===== src/shared/ssm_pkg.sv =====
`default_nettype none

package ssm_pkg;

  // shift clock division ratios, full period in system clocks
  localparam int unsigned DIV_SLOW = 12;
  localparam int unsigned DIV_FAST = 4;

  // half-period lengths derived from the ratios, the counter reloads one less
  localparam logic [2:0] HALF_SLOW = 3'(DIV_SLOW / 2);
  localparam logic [2:0] HALF_FAST = 3'(DIV_FAST / 2);

  // mode pattern {high, mid, low} that selects the spi master
  localparam logic [2:0] MODE_SPI = 3'h4;

  // bits in one transfer, and the index of the last one
  localparam int unsigned XFER_BITS = 8;
  localparam logic [2:0]  LAST_BIT  = 3'(XFER_BITS - 1);

  // values after reset
  localparam logic [7:0] RDATA_RESET = 8'h00;
  localparam logic [2:0] COUNT_RESET = 3'h0;

  // software configuration bits
  typedef struct packed {
    logic baud_timer_source_select;
    logic shift_speed_select;
    logic mode_select_high;
    logic bit_order_select;
    logic mode_select_mid;
    logic mode_select_low;
  } ssm_cfg_t;

  // bit order defaults to lsb first, every other bit to zero
  localparam ssm_cfg_t CFG_RESET = '{
    baud_timer_source_select: 1'b0,
    shift_speed_select:       1'b0,
    mode_select_high:         1'b0,
    bit_order_select:         1'b1,
    mode_select_mid:          1'b0,
    mode_select_low:          1'b0
  };

  // one driven pin: level and active-low output enable
  typedef struct packed {
    logic out;
    logic oe_n;
  } ssm_pin_t;

  localparam ssm_pin_t PIN_RESET = '{out: 1'b0, oe_n: 1'b1};

  // transfer sequencer states
  typedef enum logic [1:0] {
    SSM_IDLE,
    SSM_LEAD,
    SSM_TRAIL
  } ssm_state_t;

endpackage

`default_nettype wire


===== src/ssm_spi_master.sv =====
// Overview of operation
// - mode bits one, zero, zero select spi master; patterns five to seven unused
// - shift clock is system clock over 12, or over 4 when speed bit set
// - clock on transmit pin, data out on receive pin, data in on input pin
// - writable bit order control, reset value 1 means lsb first
// - any buffer write in spi mode starts a transfer
// - written byte shifts out serially while shift clock runs
// - transmit done flag sets after eight shift clock periods
// - input pin sampled into shift register, received byte read from buffer
// - receive done flag never set in spi master mode
// - timer select bit routes second port baud timer to uart modes 1, 3
`default_nettype none

module ssm_spi_master
  import ssm_pkg::*;
(
  input  wire logic      mclk,
  input  wire logic      rst,
  input  wire logic      cfg_wr,
  input  wire ssm_cfg_t  cfg_wdata,
  output var  ssm_cfg_t  cfg_q,
  input  wire logic      buf_wr,
  input  wire logic [7:0] buf_wdata,
  output logic     [7:0] buf_rdata,
  input  wire logic      tx_latch,
  input  wire logic      tx_done_clear,
  output logic           transmit_done_flag,
  input  wire logic      rx_done_set,
  input  wire logic      rx_done_clear,
  output logic           receive_done_flag,
  output logic           busy,
  input  wire logic      timer1_ovf,
  input  wire logic      brt_ovf,
  output logic           uart_baud_tick,
  output var  ssm_pin_t  serial_tx_pin,
  output var  ssm_pin_t  serial_rx_pin,
  input  wire logic      master_input_pin
);

  ssm_cfg_t   next_cfg;
  ssm_state_t state;
  ssm_state_t next_state;
  logic [2:0] half_cnt;
  logic [2:0] next_half_cnt;
  logic [2:0] bit_cnt;
  logic [2:0] next_bit_cnt;
  logic [7:0] shreg;
  logic [7:0] next_shreg;
  logic       rx_bit;
  logic       next_rx_bit;
  logic [7:0] next_buf_rdata;
  logic       next_busy;
  logic       done_pulse;
  logic       next_tdone;
  logic       next_rdone;
  logic       next_baud_tick;
  ssm_pin_t   next_tx_pin;
  ssm_pin_t   next_rx_pin;
  logic       miso_meta;
  logic       miso_sync;
  logic       spi_mode;
  logic [2:0] half_len;
  logic [2:0] half_reload;
  logic       lsb_first;

  // input pin comes from outside, two flops before any use
  always_ff @(posedge mclk or posedge rst)
  begin
    if (rst)
    begin
      miso_meta <= 1'b0;
      miso_sync <= 1'b0;
    end
    else
    begin
      miso_meta <= master_input_pin;
      miso_sync <= miso_meta;
    end
  end

  // configuration register, software written
  always_comb
  begin
    next_cfg = cfg_q;
    if (cfg_wr)
      next_cfg = cfg_wdata;
  end

  always_ff @(posedge mclk or posedge rst)
  begin
    if (rst)
      cfg_q <= CFG_RESET;
    else
      cfg_q <= next_cfg;
  end

  // reserved patterns five to seven simply leave the engine off
  assign spi_mode = ({cfg_q.mode_select_high, cfg_q.mode_select_mid,
                      cfg_q.mode_select_low} == MODE_SPI);
  assign half_len = cfg_q.shift_speed_select ? HALF_FAST : HALF_SLOW;
  assign half_reload = 3'(half_len - 3'h1);
  assign lsb_first = cfg_q.bit_order_select;

  // transfer sequencer: lead half makes the edge, trail half samples and shifts
  always_comb
  begin
    next_state     = state;
    next_half_cnt  = half_cnt;
    next_bit_cnt   = bit_cnt;
    next_shreg     = shreg;
    next_rx_bit    = rx_bit;
    next_buf_rdata = buf_rdata;
    next_tx_pin    = serial_tx_pin;
    next_rx_pin    = serial_rx_pin;
    done_pulse     = 1'b0;
    // pins belong to the uart logic outside this mode
    next_tx_pin.oe_n = ~spi_mode;
    next_rx_pin.oe_n = ~spi_mode;
    if (!spi_mode)
    begin
      next_state      = SSM_IDLE;
      next_tx_pin.out = tx_latch;
    end
    else if (buf_wr)
    begin
      // a write mid-transfer restarts with the new byte
      next_state      = SSM_LEAD;
      next_half_cnt   = half_reload;
      next_bit_cnt    = COUNT_RESET;
      next_shreg      = buf_wdata;
      next_tx_pin.out = tx_latch;
      next_rx_pin.out = lsb_first ? buf_wdata[0] : buf_wdata[7];
    end
    else
    begin
      case (state)
        SSM_IDLE:
        begin
          next_tx_pin.out = tx_latch;
        end
        SSM_LEAD:
        begin
          if (half_cnt == COUNT_RESET)
          begin
            next_tx_pin.out = ~tx_latch;
            next_state      = SSM_TRAIL;
            next_half_cnt   = half_reload;
          end
          else
            next_half_cnt = 3'(half_cnt - 3'h1);
        end
        SSM_TRAIL:
        begin
          if (half_cnt == COUNT_RESET)
          begin
            next_tx_pin.out = tx_latch;
            // synchroniser lags two clocks: the bit seen at the leading edge
            // only shows here, sampling at the edge would miss it at speed 1
            next_rx_bit     = miso_sync;
            // shift out moves the next bit onto the data pin
            if (lsb_first)
            begin
              next_shreg      = {miso_sync, shreg[7:1]};
              next_rx_pin.out = shreg[1];
            end
            else
            begin
              next_shreg      = {shreg[6:0], miso_sync};
              next_rx_pin.out = shreg[6];
            end
            if (bit_cnt == LAST_BIT)
            begin
              next_state     = SSM_IDLE;
              done_pulse     = 1'b1;
              next_buf_rdata = next_shreg;
            end
            else
            begin
              next_state    = SSM_LEAD;
              next_bit_cnt  = 3'(bit_cnt + 3'h1);
              next_half_cnt = half_reload;
            end
          end
          else
            next_half_cnt = 3'(half_cnt - 3'h1);
        end
        default:
        begin
          next_state = SSM_IDLE;
        end
      endcase
    end
    next_busy = (next_state != SSM_IDLE);
  end

  always_ff @(posedge mclk or posedge rst)
  begin
    if (rst)
    begin
      state         <= SSM_IDLE;
      half_cnt      <= COUNT_RESET;
      bit_cnt       <= COUNT_RESET;
      shreg         <= RDATA_RESET;
      rx_bit        <= 1'b0;
      buf_rdata     <= RDATA_RESET;
      busy          <= 1'b0;
      serial_tx_pin <= PIN_RESET;
      serial_rx_pin <= PIN_RESET;
    end
    else
    begin
      state         <= next_state;
      half_cnt      <= next_half_cnt;
      bit_cnt       <= next_bit_cnt;
      shreg         <= next_shreg;
      rx_bit        <= next_rx_bit;
      buf_rdata     <= next_buf_rdata;
      busy          <= next_busy;
      serial_tx_pin <= next_tx_pin;
      serial_rx_pin <= next_rx_pin;
    end
  end

  // flags: a set in the clearing cycle wins
  always_comb
  begin
    next_tdone = (transmit_done_flag & ~tx_done_clear) | done_pulse;
    next_rdone = (receive_done_flag & ~rx_done_clear)
                 | (rx_done_set & ~spi_mode);
    // overflow source for uart modes 1 and 3 when timer 1 is chosen
    next_baud_tick = cfg_q.baud_timer_source_select ? brt_ovf : timer1_ovf;
  end

  always_ff @(posedge mclk or posedge rst)
  begin
    if (rst)
    begin
      transmit_done_flag <= 1'b0;
      receive_done_flag  <= 1'b0;
      uart_baud_tick     <= 1'b0;
    end
    else
    begin
      transmit_done_flag <= next_tdone;
      receive_done_flag  <= next_rdone;
      uart_baud_tick     <= next_baud_tick;
    end
  end

  logic quiet;
  assign quiet = spi_mode & ~buf_wr & ~cfg_wr;
endmodule

`default_nettype wire


===== config.mk =====
export PLATFORM = sky130hd
export DESIGN_NAME = ssm_spi_master
export DESIGN_NICKNAME = d
export VERILOG_FILES = /design/src/shared/ssm_pkg.sv /design/src/ssm_spi_master.sv
export SDC_FILE = /design/constraint.sdc
export NUM_CORES = 1
export LEC_CHECK = 0
export BUFFER_PORTS_ARGS = -buffer_cell sky130_fd_sc_hd__buf_4
export CAP_MARGIN = 5
export CORE_UTILIZATION = 40
export DETAILED_ROUTE_END_ITERATION = 16
export PLACE_DENSITY_LB_ADDON = 0.05
export SLEW_MARGIN = 10
export SYNTH_ARGS = -nofsm -noshare
export SYNTH_HDL_FRONTEND = slang
export SYNTH_SLANG_ARGS = --single-unit

===== constraint.sdc =====
create_clock -name mclk -period 2.45 [get_ports mclk]
set_clock_uncertainty 0.2 [all_clocks]
set_input_delay 0.49 -clock mclk [delete_from_list [all_inputs] [get_ports mclk]]
set_output_delay 0.49 -clock mclk [all_outputs]
set_load 0.05 [all_outputs]

# [After elaboration in Yosys (flattened, before gate mapping)]
# Index checks and enable logic that the tools add are counted.
[word_totals] reg_bits=39 out_inout_bits=22
[classes] addsub=3 n_eq_ne=9 mux=36 bitwise_logic=10 reduce_logical=11
[ops] op="8-bit two-way mux" count=4
[ops] op="3-bit two-way mux" count=9
[ops] op="1-bit two-way mux" count=16
[ops] op="4-bit != test, second input constant" count=3
[ops] op="3-bit AND reduction" count=3
[ops] op="2-bit two-way mux" count=4
[ops] op="3-bit equality test, second input constant" count=2
[ops] op="2-bit case mux with 3 select lines" count=1
[ops] op="3-bit case mux with 2 select lines" count=1
[ops] op="2-bit nonzero test" count=3
[ops] op="3-bit by 1-bit subtractor with 3-bit output, second input constant" count=2
[ops] op="5-bit by 2-bit != test with 1-bit output, second input constant" count=1
[ops] op="1-bit NOT" count=5
[ops] op="5-bit AND reduction" count=1
[ops] op="4-bit AND reduction" count=1
[ops] op="3-bit by 1-bit adder with 3-bit output, second input constant" count=1
[ops] op="1-bit bitwise AND" count=3
[ops] op="3-bit logical NOT" count=1
[ops] op="1-bit case mux with 3 select lines" count=1
[ops] op="3-bit nonzero test" count=1
[ops] op="2-bit by 1-bit equality test with 1-bit output, second input constant" count=1
[ops] op="2-bit equality test, second input constant" count=1
[ops] op="2-bit logical NOT" count=1
[ops] op="2-bit != test, second input constant" count=1
[ops] op="1-bit bitwise OR" count=2

# [Depth between registers and ports, before layout]
[logic_depth] depth_word=7 depth_mapped=7 mapped_depth_nobuf=6

# [Least setup slack after synthesis]
# No wires, ideal clock.
[synth_timing] kind="reg-to-reg" start="reg cfg_q[3] (netlist bit)" end="reg buf_rdata[0]" setup_time_ns=0.125 arrival_time_ns=1.860 required_time_ns=2.125 path_slack_ns=0.266 path_stages_with_launch=5 n_path_buf=1 synth_period_minus_slack_ns=2.184 path_cell_list="dfrtp_1 or3b_1 buf_2 nor3_4 mux2_2"
[synth_via] elab_chain_len=2
[synth_rtl] item="start, declared" line="ssm_spi_master.sv:21" source="output var ssm_cfg_t cfg_q,"
[synth_rtl] item="start signal, assigned" line="ssm_spi_master.sv:94" source="cfg_q <= next_cfg;"
[synth_rtl] item="3-bit equality test" line="ssm_spi_master.sv:99" source="cfg_q.mode_select_low} == MODE_SPI);"
[synth_rtl] item="5-bit AND reduction (no source line)"
[synth_rtl] item="end signal, assigned" line="ssm_spi_master.sv:217" source="buf_rdata <= next_buf_rdata;"
[synth_rtl] item="end, declared" line="ssm_spi_master.sv:24" source="output logic [7:0] buf_rdata,"
# Every way passes these cells.
# A chain may end at the register's enable or synchronous reset.

# [Worst setup path in the final report]
[layout_timing] start="reg state[0]" end="reg busy"
[layout_via] elab_chain_len=5 word_cells_on_any_way=9 cone_classes="2 x eq/ne; 5 x mux; 2 x reduce/logical"
[layout_rtl] item="start, declared" line="ssm_spi_master.sv:41" source="ssm_state_t state;"
[layout_rtl] item="start signal, assigned" line="ssm_spi_master.sv:212" source="state <= next_state;"
[layout_rtl] item="2-bit equality test (tied with other cells)" line="ssm_spi_master.sv:136" source="case (state)"
[layout_rtl] item="2-bit case mux with 3 select lines *" line="ssm_spi_master.sv:136"
[layout_rtl] item="2-bit two-way mux *" line="ssm_spi_master.sv:124" source="else if (buf_wr)"
[layout_rtl] item="2-bit two-way mux *" line="ssm_spi_master.sv:119" source="if (!spi_mode)"
[layout_rtl] item="net next_state[0]" line="ssm_spi_master.sv:42" source="ssm_state_t next_state;"
[layout_rtl] item="2-bit nonzero test *" line="ssm_spi_master.sv:193" source="next_busy = (next_state != SSM_IDLE);"
[layout_rtl] item="net next_busy" line="ssm_spi_master.sv:52" source="logic next_busy;"
[layout_rtl] item="end signal, assigned" line="ssm_spi_master.sv:218" source="busy <= next_busy;"
[layout_rtl] item="end, declared" line="ssm_spi_master.sv:31" source="output logic busy,"
# Mark *: on every way through the listed nets, which the timed path passes. The rest lies on a longest branch.

==> results_tabular.tex <==
\begin{tabular}{lr}
\hline
Metric & Value \\
\hline
\multicolumn{2}{l}{\textbf{Clock network}} \\
\quad Number of post-CTS setup repair buffers & 0 \\
\quad TritonCTS buffer count & 5 \\
\quad Hold buffers post-CTS & 0 \\
\quad Number of gates resized after CTS & 0 \\
\quad Clock tree from TritonCTS & built \\
\quad Insertion delay to the later sink of the worst-skew pair & 290 ps \\
\quad H-Tree Depth & 2 \\
\quad Total number of clock tree sinks & 39 \\
\quad Post-CTS clock slew at the launch and capture registers of the worst setup and hold paths & 80 ps \\
\quad Clock tree root buffer cell & clkbuf\_8 \\
\quad Maximum clock insertion buffer count & 2 \\
\multicolumn{2}{l}{\textbf{STA}} \\
\quad Period utilisation layout & 88.04\% \\
\quad Transition time at the pin with the least slew margin & 507.0 ps \\
\quad Setup\_tns & 0 ps \\
\quad Shortest clock period the worst path allows after layout & 2157 ps \\
\quad Count of final max-slew check failures & 0 \\
\quad Final number of hold-violating endpoints & 0 \\
\quad Fmax & 463.6 MHz \\
\quad Final setup violation count & 0 \\
\quad Setup repair after global routing missed its margin & false \\
\quad Worst relative slew slack & 66.09\% \\
\multicolumn{2}{l}{\textbf{Cells and area}} \\
\quad Share of post-route cells with drive strength above 1 & 41.90\% \\
\quad Leading cell type in the layout, fill and taps excluded & buf\_4 \\
\quad Number of non-filler instances in the completed layout & 262 \\
\quad \# diodes & 0 \\
\quad Layout overhead on the synthesized area & 24.43\% \\
\quad Top library cells by usage in the layout, fill and taps aside & buf\_4 (50), dfrtp\_1 (37), mux2\_2 (24) \\
\quad Count of nets after finishing & 240 \\
\multicolumn{2}{l}{\textbf{Pwr}} \\
\quad Highest ir drop seen on vdd & 354.3 uV \\
\quad Leakage dissipation & 1.159 nW \\
\quad Sum of internal, switching and leakage power & 1.664 mW \\
\quad Power density of the placed cells & 696.2 nW/um\^{}2 \\
\multicolumn{2}{l}{\textbf{Job}} \\
\quad Total of max-cap violations & 0 \\
\multicolumn{2}{l}{\textbf{Logic synthesis}} \\
\quad Number of synthesis warnings & 0 \\
\quad Post-synth EDFFs & 0 \\
\quad Seq cells post-synth & 39 \\
\quad Netlist area before placement & 1921 sq um \\
\quad Ys flop type & dfrtp\_1 \\
\quad Sequential element share of the synthesized area & 50.94\% \\
\quad Number of library cell types mapped by synthesis & 31 \\
\quad Average footprint of a synthesized cell & 11.86 sq um \\
\quad Async S/R FF share, synth & 100.0\% \\
\quad Gate Count Post-Synth & 162 \\
\quad Total nets after synthesis & 193 \\
\multicolumn{2}{l}{\textbf{Floorplan}} \\
\quad Floorplan die height & 71.29 um \\
\quad Number of top-level design ports & 47 \\
\quad Die width & 71.29 um \\
\quad Core area & 4474 sq um \\
\quad DIE AREA & 5082 sq um \\
\quad Std cell rows & 24 \\
\quad Initial Util & 42.93\% \\
\multicolumn{2}{l}{\textbf{GRT}} \\
\quad Global-route wire length before repair & 6762 um \\
\quad Number of antenna violations at the first check in global routing & 0 \\
\quad Via count of the first global-routing pass & 1465 \\
\quad Global routing usage summed across all routing layers & 17.49\% \\
\quad Total grt overflow & 0 \\
\quad Largest net degree at the start of global routing & 40 \\
\multicolumn{2}{l}{\textbf{Setup path}} \\
\quad R2R Path Start & state[0] \\
\quad CP Data Arrival Time & 2140 ps \\
\quad Category of the worst setup path launch point & flop \\
\quad Highest net fanout along the worst path & 8 \\
\quad Critical path origin & state[0] \\
\quad Worst endpoint required time & 2430 ps \\
\quad Setup crit end kind & flop \\
\quad Worst setup path category & reg -> reg \\
\multicolumn{2}{l}{\textbf{Routing}} \\
\quad Routed via count & 1388 \\
\quad Drt initial violations & 60 \\
\quad Detailed-route DRC error count & 0 \\
\quad Average vias per placed instance & 5.298 \\
\quad Post-Route WL & 3947 um \\
\quad Pre-antenna DRT Iters & 4 \\
\quad Routed length per placed instance & 15.06 um \\
\quad Remaining antenna violation count & 0 \\
\multicolumn{2}{l}{\textbf{Placement}} \\
\quad Placed cells & 254 \\
\quad Port Buf Inserts & 46 \\
\quad Gp weighted congestion & 0.8036 \\
\quad Detail Placement HPWL & 2892 um \\
\multicolumn{2}{l}{\textbf{Outcome}} \\
\quad Status & complete, no violations \\
\multicolumn{2}{l}{\textbf{Min path}} \\
\quad Classification of the worst-slack hold path & in -> async \\
\hline
\end{tabular}
-- power by group --
part	total, mW	switching [mW]	internal [mW]
clock	0.411	0.209	0.202
sequential	0.829	0.0903	0.738
combinational	0.424	0.235	0.189
-- metal layers --
| metal | vias up | wire length (um) | GRT usage (%) |
|---|---|---|---|
| met2 | 26 | 2034 | 29.84 |
| met1 | 686 | 1723 | 21.82 |
| met3 | 7 | 130 | 4.219 |
| li1 | 669 | - | - |
| met4 | 0 | 58 | 6.000 |
| met5 | - | 0 | 0 |
-- cells by family after synthesis --
group / Yosys count / share of synthesized area (%)
DFF: 39 / 50.94
and+or+nand+nor: 27 / 8.339
AOI/OAI and AO/OA: 37 / 12.12
adders and majority gates: 6 / 3.909
muxes: 35 / 20.46
buffers and inverters: 18 / 4.234
-- state kept, by name, summed over array words and instances (netlist names), 2 cells and up --
name	count
cfg_q	5
bit_cnt	3
buf_rdata	8
state	2
half_cnt	3
serial_rx_pin	2
shreg	8
-- synthesized netlist by cell type, types with 3 or more instances --
library cell	number	area, sq um
dfrtp_1	37	925.9
mux2_2	24	270.3
o21ai_0	19	95.09
nand2_1	15	56.30
mux2i_1	10	100.1
inv_1	8	30.03
ha_1	6	75.07
buf_2	4	20.02
nor2_1	4	15.01
a21oi_1	3	15.01
a22oi_1	3	22.52
clkbuf_1	3	11.26
o31a_1	3	26.28
-- critical path, stage by stage (launching register included) --
cell and delay [ps]:
dfrtp_1 400, inv_1 100, ha_1 290, nor2_1 430, o31a_1 200, a31oi_1 120, or2_2 320
-- area by class of cell --
| cell class | instances | area [sq um] |
|---|---|---|
| Clock buffer | 8 | 80.08 |
| Fill cell | 401 | 2085 |
| Inverter | 8 | 30.03 |
| Multi-Input combinational cell | 105 | 860.8 |
| Sequential cell | 39 | 978.4 |
| Tap cell | 52 | 65.06 |
| Timing Repair Buffer | 50 | 375.4 |
-- final timing paths --
check,slack [ps],cells past startpoint,end
worst min-delay path,120,3,shreg[6]
worst max register to register,290,6,busy
worst min register to register,150,0,miso_sync
min in group mclk,120,1,miso_meta
max in group asynchronous,1560,3,lsb_first
worst max-delay path,290,6,busy
-- metrics by stage --
| stage | cell area [sq um] | setup slack, ps | hold slack [ps] | util, % |
|---|---|---|---|---|
| 5_1_grt | 2390 | 157.7 | 104.7 | 53.41 |
| 2_1_floorplan | 1921 | 265.8 | 131.2 | - |
| 4_1_cts | 2390 | 298.1 | 102.5 | 53.41 |
| 6_report | 2390 | 293.0 | 117.3 | 53.41 |
| 3_3_place_gp | 2310 | 411.9 | 138.1 | 51.62 |
| 3_5_place_dp | 2310 | 298.8 | 137.1 | 51.62 |
Power figures use the tool's default switching activity.
